**config.mk**
```make
export PLATFORM = sky130hd
export DESIGN_NAME = dtc_top
export DESIGN_NICKNAME = d
export VERILOG_FILES = /design/src/inc/dtc_pkg.sv /design/src/core/dtc_counter.sv /design/src/core/dtc_top.sv
export SDC_FILE = /design/constraint.sdc
export NUM_CORES = 1
export LEC_CHECK = 0
export BUFFER_PORTS_ARGS = -buffer_cell sky130_fd_sc_hd__buf_2
export CORE_MARGIN = 2
export CORE_UTILIZATION = 50
export CTS_CLUSTER_DIAMETER = 40
export DETAILED_ROUTE_END_ITERATION = 12
export GPL_TIMING_DRIVEN = 1
export PLACE_DENSITY = 0.81
export SLEW_MARGIN = 20
export SYNTH_ARGS = -nofsm -noshare
export SYNTH_HDL_FRONTEND = slang
export SYNTH_SLANG_ARGS = --single-unit
```
**constraint.sdc**
```tcl
create_clock -name ref_clk -period 1.9 [get_ports ref_clk]
set_input_delay 0.38 -clock ref_clk [delete_from_list [all_inputs] [get_ports ref_clk]]
set_output_delay 0.38 -clock ref_clk [all_outputs]
set_load 0.01 [all_outputs]
```
**src/inc/dtc_pkg.sv**
```systemverilog
/*
 dtc_pkg: register map, field positions, reset values and mode codes
 for the dual timer/event counter. Assumes a 10 MHz system clock.
*/
package dtc_pkg;
	// printed offsets are register indices; byte address is four times
	localparam logic [7:0] DTC_IDX_C0_VALUE = 8'h0D;
	localparam logic [7:0] DTC_IDX_C0_CTRL = 8'h0E;
	localparam logic [7:0] DTC_IDX_C1_VALUE = 8'h10;
	localparam logic [7:0] DTC_IDX_C1_CTRL = 8'h11;
	localparam logic [7:0] DTC_IDX_FLAGS = 8'h0B;
	localparam int DTC_ADDR_W = 10;
	localparam int DTC_FLAG0_BIT = 5;
	localparam int DTC_FLAG1_BIT = 6;
	localparam int DTC_PSC_LSB = 0;
	localparam int DTC_EDGE_BIT = 3;
	localparam int DTC_RUN_BIT = 4;
	localparam int DTC_MODE_LSB = 6;
	localparam logic [7:0] DTC_C0_CTRL_RST = 8'h08;
	localparam logic [7:0] DTC_C1_CTRL_RST = 8'h08;
	localparam logic [7:0] DTC_C0_CTRL_MASK = 8'hDF;
	localparam logic [7:0] DTC_C1_CTRL_MASK = 8'hD8;
	localparam logic [7:0] DTC_FLAGS_MASK = 8'h60;
	localparam logic [7:0] DTC_VALUE_RST = 8'h00;
	localparam logic [1:0] DTC_INSTR_DIV_LAST = 2'h3;
	localparam logic [1:0] DTC_RESP_OKAY = 2'h0;
	localparam logic [1:0] DTC_RESP_SLVERR = 2'h2;
	typedef enum logic [1:0] {
		DTC_MODE_UNUSED = 2'h0,
		DTC_MODE_EVENT = 2'h1,
		DTC_MODE_TIMER = 2'h2,
		DTC_MODE_PULSE = 2'h3
	} dtc_mode_t;
endpackage : dtc_pkg

```
**src/core/dtc_counter.sv**
```systemverilog
/*
 dtc_counter: one 8-bit up counter with preload, event / timer /
 pulse-width modes. Assumes synchronised pin level and a one-cycle
 internal tick from the parent; all on ref_clk.
*/
`timescale 1ns/1ns
`default_nettype none
module dtc_counter
	import dtc_pkg::*;
(
	// clock and reset
	input wire logic ref_clk,
	input wire logic reset,
	// configuration
	input wire logic [1:0] mode,
	input wire logic edge_sel,
	input wire logic run,
	input wire logic tick,
	input wire logic hold,
	// synchronised pin level
	input wire logic pin_level,
	// preload write
	input wire logic load_we,
	input wire logic [7:0] load_data,
	// results
	output logic [7:0] count,
	output logic overflow,
	output logic run_clear
);
	typedef struct packed {
		logic [7:0] cnt;
		logic [7:0] pre;
		logic pin_prev;
		logic busy;
		logic done;
		logic ovf;
		logic rclr;
	} dtc_cnt_state_t;
	dtc_cnt_state_t s_q, s_d;
	logic rise, fall, start_edge, stop_edge, inc;

	always_comb
	begin
		s_d = s_q;
		s_d.ovf = 1'b0;
		s_d.rclr = 1'b0;
		s_d.pin_prev = pin_level;
		rise = pin_level & ~s_q.pin_prev;
		fall = ~pin_level & s_q.pin_prev;
		start_edge = edge_sel ? rise : fall;
		stop_edge = edge_sel ? fall : rise;
		inc = 1'b0;
		unique case (dtc_mode_t'(mode))
			DTC_MODE_EVENT: inc = run & (edge_sel ? fall : rise);
			DTC_MODE_TIMER: inc = run & tick;
			DTC_MODE_PULSE:
			begin
				if (!run)
				begin
					s_d.busy = 1'b0;
					s_d.done = 1'b0;
				end
				else if (s_q.busy && stop_edge)
				begin
					s_d.busy = 1'b0;
					s_d.done = 1'b1;
					s_d.rclr = 1'b1;
				end
				else if (!s_q.busy && !s_q.done && start_edge)
					s_d.busy = 1'b1;
				inc = s_q.busy & tick & ~stop_edge;
			end
			DTC_MODE_UNUSED: inc = 1'b0;
		endcase
		// reads freeze the count for that cycle
		if (hold)
			inc = 1'b0;
		if (inc)
		begin
			if (s_q.cnt == 8'hFF)
			begin
				s_d.cnt = s_q.pre;
				s_d.ovf = 1'b1;
			end
			else
				s_d.cnt = s_q.cnt + 8'h01;
		end
		if (load_we)
		begin
			s_d.pre = load_data;
			if (!run)
				s_d.cnt = load_data;
		end
	end

	always_ff @(posedge ref_clk)
	begin
		if (reset)
		begin
			s_q <= '0;
			s_q.cnt <= DTC_VALUE_RST;
			s_q.pre <= DTC_VALUE_RST;
		end
		else
			s_q <= s_d;
	end

	assign count = s_q.cnt;
	assign overflow = s_q.ovf;
	assign run_clear = s_q.rclr;
endmodule : dtc_counter
`default_nettype wire

```
**src/core/dtc_top.sv**
```systemverilog
/*
 dtc_top: two 8-bit timer/event counters behind an AXI4-Lite slave,
 with prescaler, instruction-clock divider and buzzer output.
 Assumes ref_clk at 10 MHz, synchronous active-high reset, and
 asynchronous event pins that are synchronised here.
*/
// Notes on behaviour
// - two 8-bit up counters; clocked by pin or internal divided clock
// - counter 0 overflows make buzzer frequency f/(2*(256-preload))
// - counter 0 at 0DH, control 0EH; counter 1 at 10H, control 11H
// - data write stores preload; data read returns live count
// - event mode 01 counts transitions of the external pin
// - timer mode: counter 0 on prescaled clock, counter 1 on clock/4
// - pulse mode 11 counts internal clock while pin holds chosen level
// - event/timer: reach FFH, reload preload and set flag bit 5/6
// - pulse mode: start on chosen edge, stop on return, clear run bit
// - after measurement hold result until run bit set again
// - prescale code 000 divides by 2 up to 111 dividing by 256
// - event mode edge select 1 counts falling, 0 counts rising
// - pulse mode edge select 1 rise-to-fall, 0 fall-to-rise
// - mode bits 7:6: 01 event, 10 timer, 11 pulse, 00 unused
// - run bit 4 enables; only software clears it outside pulse mode
// - data write while stopped loads counter too; running only preload
// - counter clock blocked during a read of its data address
`timescale 1ns/1ns
`default_nettype none
module dtc_top
	import dtc_pkg::*;
(
	// clock and reset
	input wire logic ref_clk,
	input wire logic reset,
	// axi4-lite write address
	input wire logic [DTC_ADDR_W-1:0] s_axi_awaddr,
	input wire logic s_axi_awvalid,
	output logic s_axi_awready,
	// axi4-lite write data
	input wire logic [31:0] s_axi_wdata,
	input wire logic [3:0] s_axi_wstrb,
	input wire logic s_axi_wvalid,
	output logic s_axi_wready,
	// axi4-lite write response
	output logic [1:0] s_axi_bresp,
	output logic s_axi_bvalid,
	input wire logic s_axi_bready,
	// axi4-lite read address
	input wire logic [DTC_ADDR_W-1:0] s_axi_araddr,
	input wire logic s_axi_arvalid,
	output logic s_axi_arready,
	// axi4-lite read data
	output logic [31:0] s_axi_rdata,
	output logic [1:0] s_axi_rresp,
	output logic s_axi_rvalid,
	input wire logic s_axi_rready,
	// external event pins
	input wire logic event0_pin,
	input wire logic event1_pin,
	// buzzer
	output logic buzzer_freq_output,
	output logic buzzer_freq_output_n
);
	typedef struct packed {
		logic [1:0] sync0;
		logic [1:0] sync1;
		logic [7:0] psc;
		logic [1:0] idiv;
		logic [7:0] ctrl0;
		logic [7:0] ctrl1;
		logic flag0;
		logic flag1;
		logic buzz;
		logic aw_got;
		logic [DTC_ADDR_W-1:0] aw_addr;
		logic w_got;
		logic [7:0] w_data;
		logic w_lane0;
		logic bvalid;
		logic [1:0] bresp;
		logic rvalid;
		logic [31:0] rdata;
		logic [1:0] rresp;
	} dtc_top_state_t;
	dtc_top_state_t s_q, s_d;

	logic [7:0] count0, count1;
	logic ovf0, ovf1, rclr0, rclr1;
	logic tick0, tick1, wr_fire, rd_fire, hold0, hold1;
	logic ld0, ld1;
	logic [7:0] widx, ridx;

	// word index from byte address; misaligned bits make it unmapped
	function automatic logic [7:0] reg_index(
		input logic [DTC_ADDR_W-1:0] addr
	);
		reg_index = (addr[1:0] != 2'h0) ? 8'hFF : addr[9:2];
	endfunction : reg_index

	function automatic logic mapped(input logic [7:0] idx);
		mapped = (idx == DTC_IDX_C0_VALUE) || (idx == DTC_IDX_C0_CTRL) ||
			(idx == DTC_IDX_C1_VALUE) || (idx == DTC_IDX_C1_CTRL) ||
			(idx == DTC_IDX_FLAGS);
	endfunction : mapped

	// divide-by-2^(code+1) tick: counter bits all ones below the tap
	function automatic logic psc_tick(
		input logic [7:0] psc,
		input logic [2:0] code
	);
		logic [7:0] m;
		m = 8'hFF >> (3'h7 - code);
		psc_tick = ((psc & m) == m);
	endfunction : psc_tick

	assign s_axi_awready = ~s_q.aw_got & ~s_q.bvalid;
	assign s_axi_wready = ~s_q.w_got & ~s_q.bvalid;
	assign s_axi_arready = ~s_q.rvalid;
	assign rd_fire = s_axi_arvalid & s_axi_arready;
	assign wr_fire = s_q.aw_got & s_q.w_got & ~s_q.bvalid;
	assign widx = reg_index(s_q.aw_addr);
	assign ridx = reg_index(s_axi_araddr);
	assign hold0 = rd_fire & (ridx == DTC_IDX_C0_VALUE);
	assign hold1 = rd_fire & (ridx == DTC_IDX_C1_VALUE);
	assign ld0 = wr_fire & s_q.w_lane0 & (widx == DTC_IDX_C0_VALUE);
	assign ld1 = wr_fire & s_q.w_lane0 & (widx == DTC_IDX_C1_VALUE);
	assign tick0 = psc_tick(s_q.psc, s_q.ctrl0[DTC_PSC_LSB +: 3]);
	assign tick1 = (s_q.idiv == DTC_INSTR_DIV_LAST);

	dtc_counter u_cnt0 (
		.ref_clk(ref_clk),
		.reset(reset),
		.mode(s_q.ctrl0[DTC_MODE_LSB +: 2]),
		.edge_sel(s_q.ctrl0[DTC_EDGE_BIT]),
		.run(s_q.ctrl0[DTC_RUN_BIT]),
		.tick(tick0),
		.hold(hold0),
		.pin_level(s_q.sync0[1]),
		.load_we(ld0),
		.load_data(s_q.w_data),
		.count(count0),
		.overflow(ovf0),
		.run_clear(rclr0)
	);

	dtc_counter u_cnt1 (
		.ref_clk(ref_clk),
		.reset(reset),
		.mode(s_q.ctrl1[DTC_MODE_LSB +: 2]),
		.edge_sel(s_q.ctrl1[DTC_EDGE_BIT]),
		.run(s_q.ctrl1[DTC_RUN_BIT]),
		.tick(tick1),
		.hold(hold1),
		.pin_level(s_q.sync1[1]),
		.load_we(ld1),
		.load_data(s_q.w_data),
		.count(count1),
		.overflow(ovf1),
		.run_clear(rclr1)
	);

	always_comb
	begin
		s_d = s_q;
		s_d.sync0 = {s_q.sync0[0], event0_pin};
		s_d.sync1 = {s_q.sync1[0], event1_pin};
		s_d.psc = s_q.psc + 8'h01;
		s_d.idiv = s_q.idiv + 2'h1;
		if (ovf0)
			s_d.buzz = ~s_q.buzz;
		// write channel capture
		if (s_axi_awvalid && s_axi_awready)
		begin
			s_d.aw_got = 1'b1;
			s_d.aw_addr = s_axi_awaddr;
		end
		if (s_axi_wvalid && s_axi_wready)
		begin
			s_d.w_got = 1'b1;
			s_d.w_data = s_axi_wdata[7:0];
			s_d.w_lane0 = s_axi_wstrb[0];
		end
		if (wr_fire)
		begin
			s_d.aw_got = 1'b0;
			s_d.w_got = 1'b0;
			s_d.bvalid = 1'b1;
			s_d.bresp = mapped(widx) ? DTC_RESP_OKAY : DTC_RESP_SLVERR;
			if (s_q.w_lane0)
			begin
				unique case (widx)
					DTC_IDX_C0_CTRL:
						s_d.ctrl0 = s_q.w_data & DTC_C0_CTRL_MASK;
					DTC_IDX_C1_CTRL:
						s_d.ctrl1 = s_q.w_data & DTC_C1_CTRL_MASK;
					DTC_IDX_FLAGS:
					begin
						s_d.flag0 = s_q.w_data[DTC_FLAG0_BIT];
						s_d.flag1 = s_q.w_data[DTC_FLAG1_BIT];
					end
					default: ;
				endcase
			end
		end
		if (s_q.bvalid && s_axi_bready)
			s_d.bvalid = 1'b0;
		// hardware events win over software writes
		if (rclr0)
			s_d.ctrl0[DTC_RUN_BIT] = 1'b0;
		if (rclr1)
			s_d.ctrl1[DTC_RUN_BIT] = 1'b0;
		if (ovf0)
			s_d.flag0 = 1'b1;
		if (ovf1)
			s_d.flag1 = 1'b1;
		// read channel
		if (rd_fire)
		begin
			s_d.rvalid = 1'b1;
			s_d.rresp = mapped(ridx) ? DTC_RESP_OKAY : DTC_RESP_SLVERR;
			s_d.rdata = 32'h0000_0000;
			unique case (ridx)
				DTC_IDX_C0_VALUE: s_d.rdata[7:0] = count0;
				DTC_IDX_C0_CTRL: s_d.rdata[7:0] = s_q.ctrl0;
				DTC_IDX_C1_VALUE: s_d.rdata[7:0] = count1;
				DTC_IDX_C1_CTRL: s_d.rdata[7:0] = s_q.ctrl1;
				DTC_IDX_FLAGS:
				begin
					s_d.rdata[DTC_FLAG0_BIT] = s_q.flag0;
					s_d.rdata[DTC_FLAG1_BIT] = s_q.flag1;
				end
				default: ;
			endcase
		end
		else if (s_q.rvalid && s_axi_rready)
			s_d.rvalid = 1'b0;
	end

	always_ff @(posedge ref_clk)
	begin
		if (reset)
		begin
			s_q <= '0;
			s_q.ctrl0 <= DTC_C0_CTRL_RST;
			s_q.ctrl1 <= DTC_C1_CTRL_RST;
		end
		else
			s_q <= s_d;
	end

	assign s_axi_bvalid = s_q.bvalid;
	assign s_axi_bresp = s_q.bresp;
	assign s_axi_rvalid = s_q.rvalid;
	assign s_axi_rdata = s_q.rdata;
	assign s_axi_rresp = s_q.rresp;
	assign buzzer_freq_output = s_q.buzz;
	assign buzzer_freq_output_n = ~s_q.buzz;
endmodule : dtc_top
`default_nettype wire

```
== Word-level counts from Yosys, hierarchy flattened ==
Index checks and enable logic that the tools add are counted.
Storage, ports and cells
  flip-flop bits (word level): 105
  latch bits: 0
  RAM bits: 0
  memory bits (read-only): 0
  input bits: 65
  output and inout bits: 43
  logic and storage cells: 196
  memories kept: 0
Operators by class
  $add $sub $neg: 5
  multipliers: 0
  divide/modulo/power cells: 0
  $lt $le $gt $ge: 0
  eq/ne operators: 24
  shift-type cells: 1
  multiplexer cells: 42
  bitwise operators: 40
  reductions and logical operators: 49
Operators by type and width (number)
  $mux 8: 8
  $eq 8x4->1 const B: 6
  $eq 8x5->1 const B: 4
  $mux 16: 2
  $add 8x1->8 const B: 3
  $and 1x1->1: 22
  $mux 1: 20
  $pmux 5 s4: 1
  $reduce_bool 2->1: 9
  $not 1->1: 17
  $eq 8x8->1 const B: 2
  $mux 2: 7
  $pmux 1 s4: 3
  $reduce_and 3->1: 4
  $reduce_or 2->1: 6
  $eq 2x2->1 const B: 5
  $logic_and 1x1->1: 10
  $pmux 2 s5: 1
  $and 8x8->8: 1
  $eq 8x8->1: 1
  $logic_or 1x1->1: 8
  $reduce_and 2->1: 4
  $shr 8x3->8 const A: 1
  $ne 3x1->1 const B: 2
  other kinds (7): 14

== Depth between registers and ports, before layout ==
  depth after elaboration: 11
  mapped depth: 9
  gate-level depth less buffers: 8

== Modules after synthesis ==
Synthesis repeated with hierarchy kept, for this count alone.
Unflattened totals
  cell total of the unflattened synthesis: 646
  area total of the unflattened synthesis: 5526.6 µm²
Modules (own cells, without submodules)
  dtc_top: times used 1, cells an instance 364, area an instance 3031.7 µm², seq. area each 1221.2 µm²
  dtc_counter: times used 2, cells an instance 141, area an instance 1247.4 µm², seq. area each 420.4 µm²

== Worst setup path before layout ==
OpenSTA, ideal clock, no wires.
  path kind: register -> register
  start point: register s_q[68] (netlist bit)
  end point: register u_cnt1.s_q (netlist bit u_cnt1.count[0])
  library setup time: 0.074 ns
  arrival: 1.904 ns
  data required time: 1.826 ns
  path slack: -0.078 ns
  stages on the path, launching flop included: 9
  path buffers: 0
  clock period less this slack: 1.978 ns
  cells stage by stage: dfxtp_1 -> inv_1 -> ha_1 -> nand4_1 -> a211o_1 -> nand3_1 -> nand2_1 -> or4_1 -> a31oi_1
Between the ends
  longest elaborated chain between the ends: 6
  elaborated cells on any way between the ends: 9
  those cells by class: 3 x eq/ne; 5 x mux; 1 x reduce/logical
Ends and longest elaborated chain
  start: declaration: line dtc_top.sv:83  | dtc_top_state_t s_q, s_d;
  $eq 2x2->1 (tied with other cells): line dtc_counter.sv:53  | unique case (dtc_mode_t'(mode))
  $pmux 1 s4 *: line dtc_counter.sv:53
  $mux 1 *: line dtc_counter.sv:76  | if (hold)
  $mux 8 *: line dtc_counter.sv:78  | if (inc)
  $mux 8: line dtc_counter.sv:91  | if (!run)
  $mux 16 *: line dtc_counter.sv:88  | if (load_we)
  end: declaration: line dtc_counter.sv:39  | dtc_cnt_state_t s_q, s_d;
Mark *: on every way between the ends. The rest lies on a longest branch, timed or not.
A chain may end at the register's enable or synchronous reset.

== Final worst setup path ==
  start point: register s_q[68] (netlist bit)
  end point: register u_cnt1.s_q (netlist bit u_cnt1.count[2])
The elaborated chain is that of the path after synthesis.

==> results_dict.tcl <==
set metrics [dict create \
    status "finished with violations" \
    violations "negative setup slack" \
    clk_pin_slew_ns 0.11 \
    track_usage_pct 23.33 \
    seq_area_frac_synth_pct 39.96 \
    synthFlopType "dfxtp_1" \
    drtPass1Iterations 9 \
    n_fill_cell 872 \
    drtIter0Drc 445 \
    synth_mux_area_share_pct 6.523 \
    synth_edf_count 0 \
    die-area_um2 11150 \
    yosysTopAreaCell "dfxtp_1" \
    cts_hold_buf 0 \
    cp.required_ns 2.21 \
    vias_per_cell 5.691 \
    synthAdderAreaFrac_pct 1.940 \
    drc 0 \
    synth.distinct_cells 71 \
    synth_xor_area_share_pct 1.528 \
    synth_cells 615 \
    layout-drive-gt1-share_pct 24.79 \
    antenna_found_initial 0 \
    area_delta_synth_final_pct 19.86 \
    fin_crit_sh_pct 104.1 \
    overflow 0 \
    end_kind "flip-flop" \
    total_power_mw 4.066 \
    yosysMostFrequentCell "dfxtp_1" \
    cts_num_sinks 103 \
    grt_max_degree 53 \
    dp.final_hpwl_um 9496 \
    via_count 4792 \
    fin_ws_ns -0.07819 \
    seqCellArea_um2 2071 \
    syn_avg_cell_area_um2 8.390 \
    fin_crit_ns 1.978 \
    multiInputGateArea_um2 2908 \
    initial_core_util_pct 50.66 \
    max_clock_freq_mhz 505.5 \
    finalSetupViolations 11 \
    power.density_nw_per_um2 657.4 \
    worst_pin_slew_ns 0.5405 \
    yosysWarnings 0 \
    cap_violations 0 \
    hold_viol_final 0 \
    cts_tree "built" \
    max-vdd-ir-drop_mv 0.4766 \
    fin_tns_setup_ns -0.3868 \
    wl_per_cell_um 16.03 \
    yosys.area.top_type_share_pct 39.96 \
    path_max_fanout 5 \
    drv_slew 0 \
    ys_top_cells_by_area "dfxtp_1 (40%), nand2_1 (6.0%), mux2i_1 (5.4%)" \
    fp-row-count 37 \
    io_pins 108 \
    grt_setup_unrepaired "true" \
    synthSimpleGateAreaFrac_pct 23.69 \
    ys_async_sr_fraction_pct 0 \
    worstSetupPathType "reg2reg" \
    die_h_um 105.6 \
    yosys_register_bits 103 \
    first_global_vias 4436 \
    place.gp.congestion 0.9411 \
    htreeDepth 3 \
    grt_pass1_wl_um 20970 \
    core_region_area_um2 10180 \
    cts_buffer_depth 2 \
    cp-start-kind "flip-flop" \
    io_buffers 54 \
    synth_compound_area_share_pct 17.43 \
    insertion_delay_ns 0.39 \
    synth.top_cells.by_count "dfxtp_1 (103), nand2_1 (83), nor2_1 (56)" \
    root_buffer "clkbuf_8" \
    leakage_nw 2.525 \
    drtAntennaViolNets 0 \
    cts_inserted_buffers 9 \
    n_antenna_cell 0 \
    syn_area_um2 5160 \
    finClkSkew_ns 0.01639 \
    routed_wl_um 13490 \
    nets 774 \
    die_w_um 105.6 \
    critPathArrivalTime_ns 2.29 \
    synth_top_family_by_area "simple AND/OR/NAND/NOR gates" \
    max_slew_margin_pct 63.97 \
    hold_path_class "in2reg" \
]
==> metrics by stage <==
stage / hold WS [ns] / util, % / instances / setup slack [ns] / instance area [um2]
floorplan: 0.3732 / - / 640 / 0.0003202 / 5263
global placement: 0.3807 / 55.95 / 817 / -0.03999 / 5698
detailed placement: 0.3793 / 55.95 / 817 / -0.1463 / 5698
CTS: 0.1660 / 58.96 / 838 / -0.07771 / 6005
global route: 0.1695 / 60.72 / 842 / -0.2055 / 6185
finish: 0.1627 / 60.72 / 842 / -0.07819 / 6185
==> worst max-delay path, stage by stage, from the launching register on <==
cell and delay (ns):
dfxtp_2 0.35, inv_2 0.05, ha_4 0.26, nand4_1 0.10
o31a_1 0.31, nand3_2 0.12, nand2_4 0.09, buf_6 0.12
or3_4 0.36, a31oi_1 0.16
==> logic make-up after synthesis <==
group           count (synthesis)
mux                            33
other cells                     1
simple gates                  247
flops                         103
fa+ha+maj                       8
compound gates                130
xor+xnor                        9
buf+inv                        84
==> power breakdown <==
group | switching (mW) | internal, mW | total (mW)
clock network | 0.904 | 0.538 | 1.44
logic | 0.210 | 0.140 | 0.350
registers | 0.0649 | 2.21 | 2.27
==> worst paths after layout <==
path	endpoint	startpoint	cells after the start	slack, ns
setup / recovery	u_cnt1.count[2]$_SDFF_PP0_	s_q[68]$_SDFFE_PP0P_	9	-0.08
hold / removal	s_axi_rvalid$_SDFFE_PP0P_	s_axi_rready	2	0.16
setup reg to reg	u_cnt1.count[2]$_SDFF_PP0_	s_q[68]$_SDFFE_PP0P_	9	-0.08
hold reg to reg	s_q[66]$_SDFFE_PP0P_	u_cnt1.run_clear$_SDFF_PP0_	1	0.39
==> sequential cells by signal, indices dropped and copies added, names as in the netlist, 2 cells and up <==
register	cells
s_d	2
u_cnt1.count	8
s_q	46
u_cnt1.s_q	11
s_axi_rdata	8
u_cnt0.s_q	11
u_cnt0.count	8
==> metal layers <==
metal	global-route usage, %	vias to the layer above	share of wire, %
met5	0	-	0
met4	9.868	0	2.4
met3	4.082	33	6.8
met2	39.26	224	49
met1	29.45	2231	42
li1	-	2304	-
==> cells in the final DEF (no fill, tap or decap), drive strengths merged, types with 6 or more instances in the layout <==
cell type	count
nor3	16
a2bb2oi	7
mux2i	28
a21oi	46
nor2b	13
nand2	84
ha	8
clkbuf	9
and3	7
nor2	57
and2	8
nand3	26
a31oi	9
o21ai	16
conb	26
dfxtp	103
buf	109
inv	29
nand4	6
a222oi	6
==> area by class of cell <==
| cell class | count | area share [%] |
|---|---|---|
| flip-flops and latches | 103 | 33.48 |
| multi-input cells | 453 | 47.02 |
| clock buffers | 9 | 2.003 |
| clock inverters | 7 | 1.436 |
| inverters | 25 | 1.517 |
| repair buffers | 109 | 11.79 |
| well taps | 136 | 2.751 |
==> timing repair <==
item,in CTS,in global routing
gates cloned,0,1
pin swaps,10,17
endpoints found under the setup margin,14,26
buffers inserted,5,4
resized for setup,13,36
(Power assumes the default switching activity.)
